==> src/hw/isd_pkg.sv <==
// Package for the speed-detect configuration bank: offsets, field positions, reset values, lookup tables.
// Assumes a word-wide register access port (address, write strobe, data) driven by the serial target logic.
// Operation
// - Config word at 0x80, resets to zero
// - Bit 30 enables initial speed detection
// - Bit 29 enables braking outcome
// - Bit 28 enables high-impedance coasting option
// - Bit 27 enables reverse drive handling
// - Bit 26 enables forward resynchronisation
// - Bit 25 enables stationary brake
// - Bits 24-22 select stationary EMF threshold
// - Bit 21 chooses low or high brake
// - Bits 16-13 select brake duration
// - Bits 12-9 select coast duration
// - Bits 8-6 select stationary brake duration
// - Bits 5-3 set minimum resync EMF
// - Code zero uses minimum duty derived threshold
// - Start-up word at 0x82, resets zero
package isd_pkg;

	// ----------------------------------------
	// Register map
	// ----------------------------------------
	localparam logic [7:0] ISD_OFS_SPEED_DETECT = 8'h80; // Speed-detect configuration word
	localparam logic [7:0] ISD_OFS_STARTUP_ONE = 8'h82; // First start-up configuration word
	localparam logic [31:0] ISD_RST_SPEED_DETECT = 32'h00000000;
	localparam logic [31:0] ISD_RST_STARTUP_ONE = 32'h00000000;
	localparam logic [31:0] ISD_UNMAPPED_READ = 32'h00000000; // Answer for other offsets

	// ----------------------------------------
	// Field positions
	// ----------------------------------------
	localparam int ISD_BIT_PARITY = 31;
	localparam int ISD_BIT_DETECT_EN = 30;
	localparam int ISD_BIT_BRAKE_EN = 29;
	localparam int ISD_BIT_COAST_EN = 28;
	localparam int ISD_BIT_REVERSE_EN = 27;
	localparam int ISD_BIT_RESYNC_EN = 26;
	localparam int ISD_BIT_STATIONARY_BRAKE_ENABLE = 25;
	localparam int ISD_LSB_STAT_THR = 22;
	localparam int ISD_BIT_BRK_SELECT = 21;
	localparam int ISD_LSB_BRAKE_DURATION = 13;
	localparam int ISD_LSB_COAST_TIME = 9;
	localparam int ISD_LSB_STAT_BRAKE_DURATION = 6;
	localparam int ISD_LSB_RESYNC_MIN = 3;
	localparam logic [2:0] ISD_RESYNC_FROM_DUTY = 3'h0; // Code meaning derive from minimum duty

	// ----------------------------------------
	// Decoded configuration carrier
	// ----------------------------------------
	typedef struct packed {
		logic parity_flag;
		logic speed_detect_enable;
		logic brake_enable;
		logic coast_option_enable;
		logic reverse_drive_enable;
		logic resync_enable;
		logic stationary_brake_enable;
		logic [2:0] stationary_emf_threshold;
		logic brake_switch_select; // 0 low side, 1 high side
		logic [3:0] brake_duration;
		logic [3:0] coast_duration;
		logic [2:0] stationary_brake_duration;
		logic [2:0] resync_min_code;
	} isd_cfg_t;

	// Scaled values handed to the detection logic
	typedef struct packed {
		logic [6:0] stat_thr_mv;
		logic [13:0] brake_ms;
		logic [13:0] coast_ms;
		logic [9:0] stat_brake_ms;
		logic [10:0] resync_min_mv;
		logic resync_use_duty;
		logic brake_low_side;
		logic brake_high_side;
	} isd_val_t;

	// Sixteen-step table shared by brake and coast durations, in ms
	localparam logic [13:0] ISD_DUR_MS [16] = '{14'h000A, 14'h0032, 14'h0064, 14'h00C8, 14'h012C, 14'h0190,
		14'h01F4, 14'h02EE, 14'h03E8, 14'h07D0, 14'h0BB8, 14'h0FA0, 14'h1388, 14'h1D4C, 14'h2710, 14'h3A98};
	// Stationary EMF threshold in mV
	localparam logic [6:0] ISD_STAT_THR_MV [8] = '{7'h05, 7'h0A, 7'h0F, 7'h14, 7'h19, 7'h1E, 7'h32, 7'h64};
	// Stationary brake time in ms
	localparam logic [9:0] ISD_STAT_BRK_MS [8] = '{10'h001, 10'h00A, 10'h019, 10'h032, 10'h064, 10'h0FA,
		10'h1F4, 10'h3E8};
	// Minimum resync EMF in mV; code zero is unused here
	localparam logic [10:0] ISD_RESYNC_MV [8] = '{11'h000, 11'h12C, 11'h190, 11'h1F4, 11'h258, 11'h320,
		11'h3E8, 11'h4E2};

endpackage : isd_pkg

==> src/hw/isd_word_store.sv <==
// Two-word configuration store; read data come out of a register.
// Assumes one access per cycle from the owning bank.
`timescale 1ns/10ps
module isd_word_store (
	input wire logic ref_clk,
	input wire logic resetn,
	input wire logic wr_en,
	input wire logic sel,
	input wire logic [31:0] wr_data,
	input wire logic rd_sel,
	output logic [31:0] rd_data,
	output logic [31:0] word0,
	output logic [31:0] word1
);

	// ----------------------------------------
	// State
	// ----------------------------------------
	typedef struct packed {
		logic [31:0] w0;
		logic [31:0] w1;
		logic [31:0] rd;
	} isd_store_t;

	isd_store_t st_q;
	isd_store_t st_d;

	// Next state: writes land whole, reserved bits included
	always_comb begin
		st_d = st_q;
		if (wr_en && !sel) begin
			st_d.w0 = wr_data;
		end
		if (wr_en && sel) begin
			st_d.w1 = wr_data;
		end
		st_d.rd = rd_sel ? st_q.w1 : st_q.w0;
	end

	// Register; both words reset to zero
	always_ff @(posedge ref_clk) begin
		if (!resetn) begin
			st_q.w0 <= isd_pkg::ISD_RST_SPEED_DETECT;
			st_q.w1 <= isd_pkg::ISD_RST_STARTUP_ONE;
			st_q.rd <= 32'h00000000;
		end else begin
			st_q <= st_d;
		end
	end

	assign rd_data = st_q.rd;
	assign word0 = st_q.w0;
	assign word1 = st_q.w1;

endmodule : isd_word_store

==> src/hw/speed_detect_config_bank.sv <==
// Speed-detect configuration bank: stores the words and decodes the fields for the detection logic.
// Assumes a word access port from the serial target; read data valid one cycle after rd_en.
`timescale 1ns/10ps
module speed_detect_config_bank (
	input wire logic ref_clk,
	input wire logic resetn,
	input wire logic [7:0] reg_addr,
	input wire logic reg_wr_en,
	input wire logic reg_rd_en,
	input wire logic [31:0] reg_wr_data,
	output logic [31:0] reg_rd_data,
	output logic reg_rd_valid,
	output isd_pkg::isd_cfg_t cfg,
	output isd_pkg::isd_val_t val,
	output logic [31:0] startup_config_one
);

	// ----------------------------------------
	// Address decode
	// ----------------------------------------
	function automatic logic hit(input logic [7:0] a, input logic [7:0] o);
		hit = (a == o);
	endfunction : hit

	logic hit_sd; // Speed-detect word selected
	logic hit_su; // Start-up word selected
	logic [31:0] store_rd; // Registered store data
	logic [31:0] word_sd;
	logic [31:0] word_su;

	assign hit_sd = hit(reg_addr, isd_pkg::ISD_OFS_SPEED_DETECT);
	assign hit_su = hit(reg_addr, isd_pkg::ISD_OFS_STARTUP_ONE);

	isd_word_store u_store (
		.ref_clk(ref_clk),
		.resetn(resetn),
		.wr_en(reg_wr_en && (hit_sd || hit_su)),
		.sel(hit_su),
		.wr_data(reg_wr_data),
		.rd_sel(hit_su),
		.rd_data(store_rd),
		.word0(word_sd),
		.word1(word_su)
	);

	// ----------------------------------------
	// Read handshake state
	// ----------------------------------------
	typedef struct packed {
		logic valid;
		logic mapped;
	} isd_bank_t;

	isd_bank_t bk_q;
	isd_bank_t bk_d;

	// Remember whether the pending read hit a real word
	always_comb begin
		bk_d.valid = reg_rd_en;
		bk_d.mapped = hit_sd || hit_su;
	end

	always_ff @(posedge ref_clk) begin
		if (!resetn) begin
			bk_q <= '0;
		end else begin
			bk_q <= bk_d;
		end
	end

	// Unmapped offsets read as zero so software sees no stale word
	assign reg_rd_data = bk_q.mapped ? store_rd : isd_pkg::ISD_UNMAPPED_READ;
	assign reg_rd_valid = bk_q.valid;
	assign startup_config_one = word_su;

	// ----------------------------------------
	// Field decode
	// ----------------------------------------
	// Reserved bits 20..17 and 2..0 are not looked at
	always_comb begin
		cfg.parity_flag = word_sd[isd_pkg::ISD_BIT_PARITY];
		cfg.speed_detect_enable = word_sd[isd_pkg::ISD_BIT_DETECT_EN];
		cfg.brake_enable = word_sd[isd_pkg::ISD_BIT_BRAKE_EN];
		cfg.coast_option_enable = word_sd[isd_pkg::ISD_BIT_COAST_EN];
		cfg.reverse_drive_enable = word_sd[isd_pkg::ISD_BIT_REVERSE_EN];
		cfg.resync_enable = word_sd[isd_pkg::ISD_BIT_RESYNC_EN];
		cfg.stationary_brake_enable = word_sd[isd_pkg::ISD_BIT_STATIONARY_BRAKE_ENABLE];
		cfg.stationary_emf_threshold = word_sd[isd_pkg::ISD_LSB_STAT_THR +: 3];
		cfg.brake_switch_select = word_sd[isd_pkg::ISD_BIT_BRK_SELECT];
		cfg.brake_duration = word_sd[isd_pkg::ISD_LSB_BRAKE_DURATION +: 4];
		cfg.coast_duration = word_sd[isd_pkg::ISD_LSB_COAST_TIME +: 4];
		cfg.stationary_brake_duration = word_sd[isd_pkg::ISD_LSB_STAT_BRAKE_DURATION +: 3];
		cfg.resync_min_code = word_sd[isd_pkg::ISD_LSB_RESYNC_MIN +: 3];
	end

	// Scaled values; enables gate only the brake side outputs, the scaled values follow the codes
	always_comb begin
		val.stat_thr_mv = isd_pkg::ISD_STAT_THR_MV[cfg.stationary_emf_threshold];
		val.brake_ms = isd_pkg::ISD_DUR_MS[cfg.brake_duration];
		val.coast_ms = isd_pkg::ISD_DUR_MS[cfg.coast_duration];
		val.stat_brake_ms = isd_pkg::ISD_STAT_BRK_MS[cfg.stationary_brake_duration];
		val.resync_min_mv = isd_pkg::ISD_RESYNC_MV[cfg.resync_min_code];
		val.resync_use_duty = (cfg.resync_min_code == isd_pkg::ISD_RESYNC_FROM_DUTY);
		// Brake pattern only asserted when some brake path is enabled
		val.brake_low_side = (cfg.brake_enable || cfg.stationary_brake_enable) && !cfg.brake_switch_select;
		val.brake_high_side = (cfg.brake_enable || cfg.stationary_brake_enable) && cfg.brake_switch_select;
	end

endmodule : speed_detect_config_bank

==> config.mk <==
export PLATFORM = sky130hd
export DESIGN_NAME = speed_detect_config_bank
export DESIGN_NICKNAME = d
export VERILOG_FILES = /design/src/hw/isd_pkg.sv /design/src/hw/isd_word_store.sv /design/src/hw/speed_detect_config_bank.sv
export SDC_FILE = /design/constraint.sdc
export NUM_CORES = 1
export LEC_CHECK = 0
export BUFFER_PORTS_ARGS = -buffer_cell sky130_fd_sc_hd__buf_2
export CAP_MARGIN = 20
export CORE_UTILIZATION = 40
export CTS_BUF_LIST = sky130_fd_sc_hd__clkbuf_8
export CTS_CLUSTER_SIZE = 40
export DETAILED_ROUTE_END_ITERATION = 7
export PLACE_DENSITY = 0.7
export SLEW_MARGIN = 15
export SYNTH_ARGS = -nofsm -noshare
export SYNTH_HDL_FRONTEND = slang
export SYNTH_HIERARCHICAL = 1
export SYNTH_SLANG_ARGS = --single-unit
==> constraint.sdc <==
create_clock -name ref_clk -period 2.1 [get_ports ref_clk]
set_input_delay 0.105 -clock ref_clk [delete_from_list [all_inputs] [get_ports ref_clk]]
set_output_delay 0.105 -clock ref_clk [all_outputs]
set_load 0.02 [all_outputs]
* After elaboration in Yosys (flattened, before gate mapping)
Memories as Yosys holds them, arrays and structs flattened.
Index checks and enable logic that the tools add are counted.
** Cells by class
- Add/subtract/negate cells :: 0
- Multiply operators :: 0
- Divide/modulo/power cells :: 0
- $lt $le $gt $ge :: 5
- Eq/ne operators :: 2
- Shift operators :: 0
- Muxes and demuxes :: 12
- Bitwise operators :: 5
- Reductions and logical operators :: 10
** Operators with widths (number)
- $mux 32 :: 2
- $mux 14 :: 4
- $mux 11 :: 2
- $mux 10 :: 2
- $eq 8x8->1 const B :: 2
- $mux 7 :: 2
- $ge 4x4->1 const B :: 3
- $not 3->4 :: 3
- $ge 5x5->1 const B :: 2
- $not 4->5 :: 2
- $logic_and 1x1->1 :: 5
- $logic_not 3->1 :: 1
- $logic_not 1->1 :: 2
- $logic_or 1x1->1 :: 2
** Storage, ports and cells
- Bits in registers :: 98
- Latch bits :: 0
- Memory bits (writable) :: 0
- Memory bits (read-only) :: 672
- Input bits :: 44
- Output and inout port bits :: 149
- Memories kept :: 5
** Memories
- (name not given) :: words 16, bits a word 14, rd ports 1, clocked after Yosys merged registers in 0, wr ports 0, line speed_detect_config_bank.sv:100 : val.coast_ms = isd_pkg::ISD_DUR_MS[cfg.coast_duration];
- (name not given) :: words 16, bits a word 14, rd ports 1, clocked after Yosys merged registers in 0, wr ports 0, line speed_detect_config_bank.sv:99 : val.brake_ms = isd_pkg::ISD_DUR_MS[cfg.brake_duration];
- (name not given) :: words 8, bits a word 11, rd ports 1, clocked after Yosys merged registers in 0, wr ports 0, line speed_detect_config_bank.sv:102 : val.resync_min_mv = isd_pkg::ISD_RESYNC_MV[cfg.resync_min_code];
- (name not given) :: words 8, bits a word 10, rd ports 1, clocked after Yosys merged registers in 0, wr ports 0, line speed_detect_config_bank.sv:101 : val.stat_brake_ms = isd_pkg::ISD_STAT_BRK_MS[cfg.stationary_brake_duration];
- (name not given) :: words 8, bits a word 7, rd ports 1, clocked after Yosys merged registers in 0, wr ports 0, line speed_detect_config_bank.sv:98 : val.stat_thr_mv = isd_pkg::ISD_STAT_THR_MV[cfg.stationary_emf_threshold];

* Logic depth before layout (Yosys ltp)
Gate-level depths: netlist (run 1).
- Depth in word-level cells :: 4
- Mapped depth :: 6
- Gate-level depth less buffers :: 5

* Modules after synthesis
The synthesis (run 1) kept the hierarchy.
** By module, submodules not included
- isd_word_store :: instances 1, cells each 348, area an instance 3627.2 µm², seq. area each 1921.8 µm²
- speed_detect_config_bank :: instances 1, cells each 207, area an instance 1376.3 µm², seq. area each 40.0 µm²

* Least setup slack after synthesis (run 1)
OpenSTA, ideal clock, no wires.
- Kind :: reg2out
- Start :: register u_store.st_q, in the netlist u_store/word0[14]
- End :: output val[45] (netlist bit)
- Data arrival time :: 1.748 ns
- Required time :: 1.995 ns
- Setup slack :: 0.247 ns
- Cell stages (with the launch flop) :: 5
- Cell sequence :: dfxtp_1 -> inv_1 -> ha_1 -> mux2_2 -> a21oi_1
** RTL lines
- start: declaration :: line isd_word_store.sv:25 : isd_store_t st_q;
- start signal: assignment :: line isd_word_store.sv:47 : st_q <= st_d;
- end: declaration :: line speed_detect_config_bank.sv:14 : output isd_pkg::isd_val_t val,

==> summary by stage, run 1 <==
Synth
The mapped cell area is 0.005004 mm^2. The most frequently used cell type in the post-synthesis netlist is nand2_1. Of all cell types, the one taking the most synthesized area is dfxtp_1.

After synthesis, the share of flip-flops with an asynchronous set or reset is 0. Counting distinct cell types in the post-synthesis netlist gives 34. After synthesis, the most frequently instantiated cells are nand2_1, mux2i_1, dfxtp_1, nor2b_1, and2_1. The average footprint of a synthesized cell is about 9.0 um^2.

For this run, the number of Yosys warnings is 6. The count of flip-flops with a built-in enable after synthesis is 0. The count of mapped cells out of synthesis is 555. Ranked by total cell area, the synthesized netlist is headed by dfxtp_1, mux2i_1, nand2_1, ha_1, nor2b_1.

The fraction of the yosys area taken by sequential cells is 0.3921. The share of synthesized area in the top cell type comes to 0.3921. For this run, the leading register cell type out of synthesis is dfxtp_1.

The total of flip-flops plus latches after synthesis is 98.

Critical path
The kind of capture point of the worst setup path is an output pin. The slack of the worst reg-to-reg path is approximately 1.0 ns. For the worst setup path, the data required time is 2.00 ns. The worst setup path is of the flop to output pin kind. Along the worst path, the maximum fanout reaches 6. STA classifies the critical path startpoint as a flop. The arrival time at the worst endpoint is 1.79 ns.

STA
The final period demand of the worst path is 1.891 ns. The final number of max-transition violations was 0. The top achievable clock speed is 528.9 MHz. The measured slew at the worst slew-check pin is 0.6554 ns. Setup repair after global routing left no endpoint under its margin. The worst pin sits at a relative slew slack of 0.5625. Across the routed clock network, the largest skew measured is 0.007886 ns.

The total count of hold-check failures in the final report is 0. The accumulated negative setup slack is 0 ns. Setup violations remaining at the end of the flow were counted as 0. The part of the cycle the worst path needs is 0.9004.

Routing
After detailed routing, the total wire length is 11710 um. The routed via count is 4280. The via-per-instance ratio is 4.740.

The first detailed-routing pass ran for 4 iterations. The residual DRC count is 0. After the first detailed-routing iteration, the DRC count stood at 190. The antenna violation net count after detailed routing is 0. Dividing the detail-routed wire length by the instance count gives 12.96 um.

Clock network
The clock reaches the later pin of the worst-skew pair after 0.35 ns. The maximum level of the CTS H-tree is 3. The quantity of gates resized following cts is 0. The buffer count from post-CTS setup fixing is 0. For this design, the sink count on the clock tree is 98. TritonCTS built the clock tree. After clock tree synthesis, the clock-pin slew on the worst setup and hold paths is 0.09 ns. The TritonCTS buffer count is 9. The cell sitting at the root of the clock tree is a clkbuf_8. In this run the deepest clock path goes through 2 buffers.

Global route
The first global-routing pass estimated 18410 um of wire. For this run, the total global-route usage over all layers was measured as 0.1756. The number of global-route vias before repair is 3895. The total overflow left after global routing is 0.

Entering global routing, the biggest net connects 77 pins. The number of antenna violations at the first check in global routing is 0.

Final layout
The repair_antennas step left the layout with diodes totalling 0. Once layout is complete, the utilization of the core stands at 0.5253. The layout overhead on the synthesized area is 27.16%. The layout has 1145 filler cells. In the final layout, flip-flops and latches occupy approximately 0.0020 mm^2.

The share of post-route cells with drive strength above 1 is 0.3102. The finished layout holds about 900 standard cells, fillers aside. The post-layout net count is between 800 and 900. After routing the design area is 0.006362 mm^2. Summing all multi-input logic gate instances after layout gives 0.002746 mm^2.

Power and ir drop
The maximum resistive drop on vdd is 0.3230 mV. For this design the ratio of total power to cell area is 527.3 mW/mm^2. In this run the static leakage power is 2.824 nW.

Min path
In this run the worst hold path is classified as input port to flop.

Floorplanning
The initial utilization of the core area, before any placement, comes to 0.4131. The core area is 0.01211 mm^2. The number of top-level pins is 193. The y dimension of the die is about 110 um. The initialized floorplan defines 40 standard-cell rows. The die extent in x is 113.8 um. The die covers 0.01296 mm^2.

Placement
In this run the cell area measured after placement is slightly above 0.006 mm^2. Buffers placed on the I/O ports in this run total 189. The number of placed instances, taps included, is 884.

The congestion estimate from routability-driven global placement came to 0.8308. The sum of net half-perimeters after detailed placement is 8454 um.

Run status
The flow ran to the end, and the final reports show no timing, DRC or antenna violations.

Run
Across the run, the number of max-cap violations was 0.
power breakdown:
group / switching, mW / leakage, nW / internal [mW]
registers: 0.00290 / 0.789 / 1.86
clock network: 0.617 / 0.118 / 0.723
logic: 0.0875 / 1.92 / 0.0652
total: 0.707 / 2.82 / 2.65
metrics by stage:
stage	total power [mW]	setup WS (ns)	hold WS, ns
2_1_floorplan	1.997	0.2472	0.1805
3_3_place_gp	2.051	0.2363	0.3151
3_5_place_dp	2.055	0.1605	0.3249
4_1_cts	3.387	0.1906	0.001698
5_1_grt	3.481	0.09263	0.001849
6_report	3.355	0.2091	0.02440
worst max-delay path: stages (launching register included):
cell and delay (ns):
dfxtp_1 0.34, inv_1 0.08, ha_1 0.38, mux2_2 0.29
a21oi_1 0.15, buf_2 0.18
flip-flops by register name (all words and copies together) (netlist names):
| register | count |
|---|---|
| bk_q | 1 |
| u_store/word0 | 32 |
| u_store/rd_data | 32 |
| u_store/word1 | 32 |
| reg_rd_valid | 1 |
path summary, 6_finish.rpt:
| kind | depth (start not counted) | from | endpoint |
|---|---|---|---|
| worst max-delay path | 5 | u_store/word0[13] | val[45] |
| worst min-delay path | 3 | reg_wr_data[25] | u_store/word0[25] |
| worst max register to register | 2 | u_store/word0[12] | u_store/rd_data[12] |
| worst min register to register | 2 | u_store/word0[17] | u_store/word0[17] |
metal layers:
metal | vias to the layer above | wire length (um) | global-route usage
met1 | 1996 | 5392 | 0.2296
li1 | 2142 | - | -
met2 | 132 | 5584 | 0.2890
met5 | - | 0 | 0
met4 | 0 | 102 | 0.05801
met3 | 10 | 626 | 0.03666
logic make-up (layout without fill, tap and decap cells):
logic type | after synthesis | in the layout | share of synthesized area
flip-flops | 98 | 98 | 0.3921
AO/OA/AOI/OAI | 41 | 41 | 0.04751
XOR/XNOR | 1 | 1 | 0.001751
buffers and inverters | 57 | 235 | 0.06376
multiplexers | 103 | 103 | 0.2071
AND/OR/NAND/NOR | 226 | 226 | 0.2171
other | 1 | 3 | 0.0007495
adder cells (fa/ha/maj) | 28 | 28 | 0.07002
placed cells by master (no fill, tap or decap), types with 3 or more instances in the layout:
master         netlist  final
a21boi_0             3      3
a21oi_1             13     13
a31oi_1              3      3
and2_1              40     39
buf_12               0      6
buf_2               21    188
buf_4                9     11
clkbuf_8             0     11
conb_1               1      3
dfxtp_1             98     98
dlygate4sd3_1        0      4
ha_1                28     28
inv_1               11     13
mux2_2               4      4
mux2i_1             99     99
nand2_1            115    115
nor2_1              19     18
nor2b_1             41     40
o21ai_0             15     15
cell type report:
type,instances,share of cell area
multi-input combinational,402,0.4317
sequential,98,0.3084
timing repair buffer,209,0.1860
tap,168,0.03304
clock buffer,11,0.02380
clock inverter,4,0.01062
inverter,11,0.006490
repair_timing:
action | 4_1_cts | 5_1_grt
setup endpoints to repair | 0 | 0
hold buffers | 4 | 0
hold endpoints to repair | 3 | 0
(Power assumes the default switching activity.)
==> inputs of run 2 (changes only) <==
- ABC_CLOCK_PERIOD_IN_PS: unset -> 1900
- clock period: 2.1 -> 1.9 ns (I/O delays scaled with it)
==> run 2 against run 1 <==
Effect of this change:
- die area stayed put
- hold slack got worse by 0.0028 ns
- sequential share of layout area decreased by 1.1 points
- combinational power up 34%
- final area rose by 3.8%
- non-clock buffer count up 24
- routed wire length increased by 1.6%
- first-iteration DRC count fell by 15%
- critical endpoint is now u_store/word0[13]
==> summary by stage, run 2 (same netlist as run 1, synthesis figures left out) <==
Critical path
The arrival time at the worst endpoint is 2.10 ns (+0.31 ns). Traced cell by cell, the critical path runs through dlygate4sd3_1, buf_2, or4bb_1, nor2_4, buf_12, nor2b_4, buf_12, mux2i_1. The dominant cell type by count on the critical path is buf_12. The cell family contributing the most delay on the critical path is buffers and inverters. In this run the critical register-to-register path is captured at u_store/rd_data[12]. The kind of critical path is input port to flop. The worst setup path is launched from an input port. The data required time of the critical path is 2.19 ns (+0.19 ns). The number of buffers and inverters on the critical path was 4 (+2). The worst-case reg-to-reg path depth came to 2 (unchanged). The slack of the worst reg-to-reg path is 0.80 ns (-0.22 ns). The critical path's slowest cell is or4bb_1. In this run the critical register-to-register path is launched from u_store/word0[12]. The worst-path maximum fanout is 20 (+14). The worst setup path is captured at a flop. The longest individual stage delay on the worst path is 0.55 ns (+0.17 ns).

STA
The relative slew slack came to 0.5452 (-0.01728). The worst clock skew on the final layout is 0.004593 ns (-0.003293 ns). Dividing the final minimum period by the clock period gives 0.9525. The measured slew at the worst slew-check pin is 0.6813 ns (+0.02588 ns). Static timing analysis puts the maximum clock frequency at 552.6 MHz. The final number of max-transition violations came to 0 (unchanged).

The post-route worst hold slack came to 0.02159 ns (-0.002816 ns). The total count of hold-check failures in the final report is 0 (unchanged). The total of endpoints with negative setup slack in the final report was 0 (unchanged). Setup repair after global routing left no endpoint under its margin.

Counting I/O delays and the setup requirement, the final critical path takes about 1.8 ns.

Routing
The residual DRC count is 0 (unchanged). The via-per-instance ratio is 4.666 (-1.6%). The total wire length after detailed routing is 11890 um (+1.6%). The average routed wire per standard cell is 12.81 um (-1.1%). The routed via count was 4330 (+1.2%).

The number of DRC markers after the initial detailed-route iteration was 162 (-15%). The number of iterations in the first detailed-routing pass came to 5 (+1). The antenna violation net count after detailed routing is 0 (unchanged).

Global route
The largest net degree at the start of global routing was 79 (+2.6%). The number of antenna violations at the first check in global routing is 0 (unchanged). The global-route wire length before repair was 19110 um (+3.8%). The number of global-route vias before repair was 4049 (+4.0%). The remaining global-route overflow is 0 (unchanged). The total routing resource utilization after global routing is 0.1846 (+0.009003).

Min path
The worst hold path depth is 3 (unchanged). The worst hold path terminates at u_store/word0[11]. In this run the worst hold path is classified as input port to flop. In this run the most critical hold path is launched from reg_wr_data[11].

Final layout
The post-layout instance count excluding filler cells is 928 (+2.8%). The antenna diode instance count is 0 (unchanged). The final design utilization is 0.5452 (+0.01994). Leaving out fill and tap cells, the most frequent cells in the layout are buf_2, nand2_1, mux2i_1. The layout overhead on the synthesized area is 31.98%. The share of post-route cells with drive strength above 1 came to 0.3158 (+0.005585).

The post-layout net count was 827 (+3.0%). The library cell used most frequently in the layout, excluding fill and tap cells, is buf_2.

Power and ir drop
The total power consumption of the routed design was 3.598 mW (+7.2%). The maximum resistive drop on vdd is 0.4179 mV (+29%). The total leakage power came to 2.914 nW (+3.2%).

The power density over cell area is 544.8 mW/mm^2 (+3.3%).

Floorplanning
The number of top-level pins came to 193 (unchanged). The number of cell rows is 40 (unchanged). The core area is 0.01211 mm^2 (unchanged). The die extent in x is 113.8 um (unchanged). The total die area was 0.01296 mm^2 (unchanged). The effective utilization at floorplan is 0.4131 (unchanged). The y dimension of the die is 113.8 um (unchanged).

Placement
The sum of net half-perimeters after detailed placement is 8387 um (-0.79%). The routability congestion estimate was 0.8521 (+2.6%). The number of buffers inserted by port buffering is 189 (unchanged). The number of placed cells counting well taps is 887 (+0.34%).

Clock network
The clock-pin transition on the worst setup and hold timing paths is 0.09 ns (about the same). The clock network latency to the later pin of the worst-skew pair is 0.36 ns (about the same). The number of sinks on the clock net came to 98 (unchanged). The clock tree root buffer cell is clkbuf_8. TritonCTS built the clock tree. The maximum count of clock buffers along a single path was 2 (unchanged). The maximum level of the CTS H-tree is 3 (unchanged). The TritonCTS buffer count came to 9 (unchanged).

Run
The number of maximum-capacitance violations is 0 (unchanged).

Run status
The flow ran to the end, and the final reports show no timing, DRC or antenna violations.
[run 2: layout make-up]
| class | instances | area, um^2 |
|---|---|---|
| clock buffer | 9 | 123.9 |
| clock inverter | 7 | 68.82 |
| fill | 1094 | 5508 |
| inverter | 11 | 41.29 |
| multi-input combinational | 402 | 2776 |
| sequential | 98 | 1964 |
| tap | 168 | 210.2 |
| timing repair buffer | 233 | 1419 |
[run 2: worst register-to-register path, stage by stage, from the launching register on]
cell     delay (ns)
dfxtp_1        0.77
mux2i_1        0.15
nor2b_1        0.12
[run 2: through the flow]
stage | cell area [um^2] | setup TNS [ns] | setup slack (ns)
2_1_floorplan | 5011 | 0 | 0.05723
4_1_cts | 6596 | 0 | 0.03819
3_3_place_gp | 6126 | 0 | 0.09479
3_5_place_dp | 6126 | -0.2197 | -0.03489
5_1_grt | 6604 | 0 | 0.007605
6_report | 6604 | 0 | 0.09024
[run 2: what timing repair did]
item | in CTS | in global routing
setup buffers | 0 | 0
endpoints found under the hold margin | 40 | 0
setup endpoints to repair | 2 | 7
hold buffers | 25 | 0
gates resized for setup | 3 | 5
gates cloned | 0 | 0
[run 2: where the power goes]
part	switching, mW	internal [mW]	leakage, nW
Clock	0.728	0.607	0.101
Sequential	0.00293	2.06	0.790
Combinational	0.102	0.103	2.02
[run 2: worst max path at each step]
stage                      startpoint                 to  cells past startpoint
floorplan           u_store/word0[14]            val[45]                      4
detailed placement        reg_addr[3]  u_store/word0[13]                      6
global placement          reg_addr[3]  u_store/word0[14]                      6
global route         u_store/word0[9]            val[28]                      6
CTS                 u_store/word0[10]            val[28]                      6
finish                    reg_addr[0]  u_store/word0[13]                      8
[run 2: per-layer routing]
metal	routed length, um	vias to the layer above	GRT usage	part of all wire
met5	0	-	0	0
met4	175	0	0.06061	0.015
met3	698	21	0.05260	0.059
met2	5744	137	0.3228	0.48
met1	5273	1977	0.2173	0.44
li1	-	2195	-	-
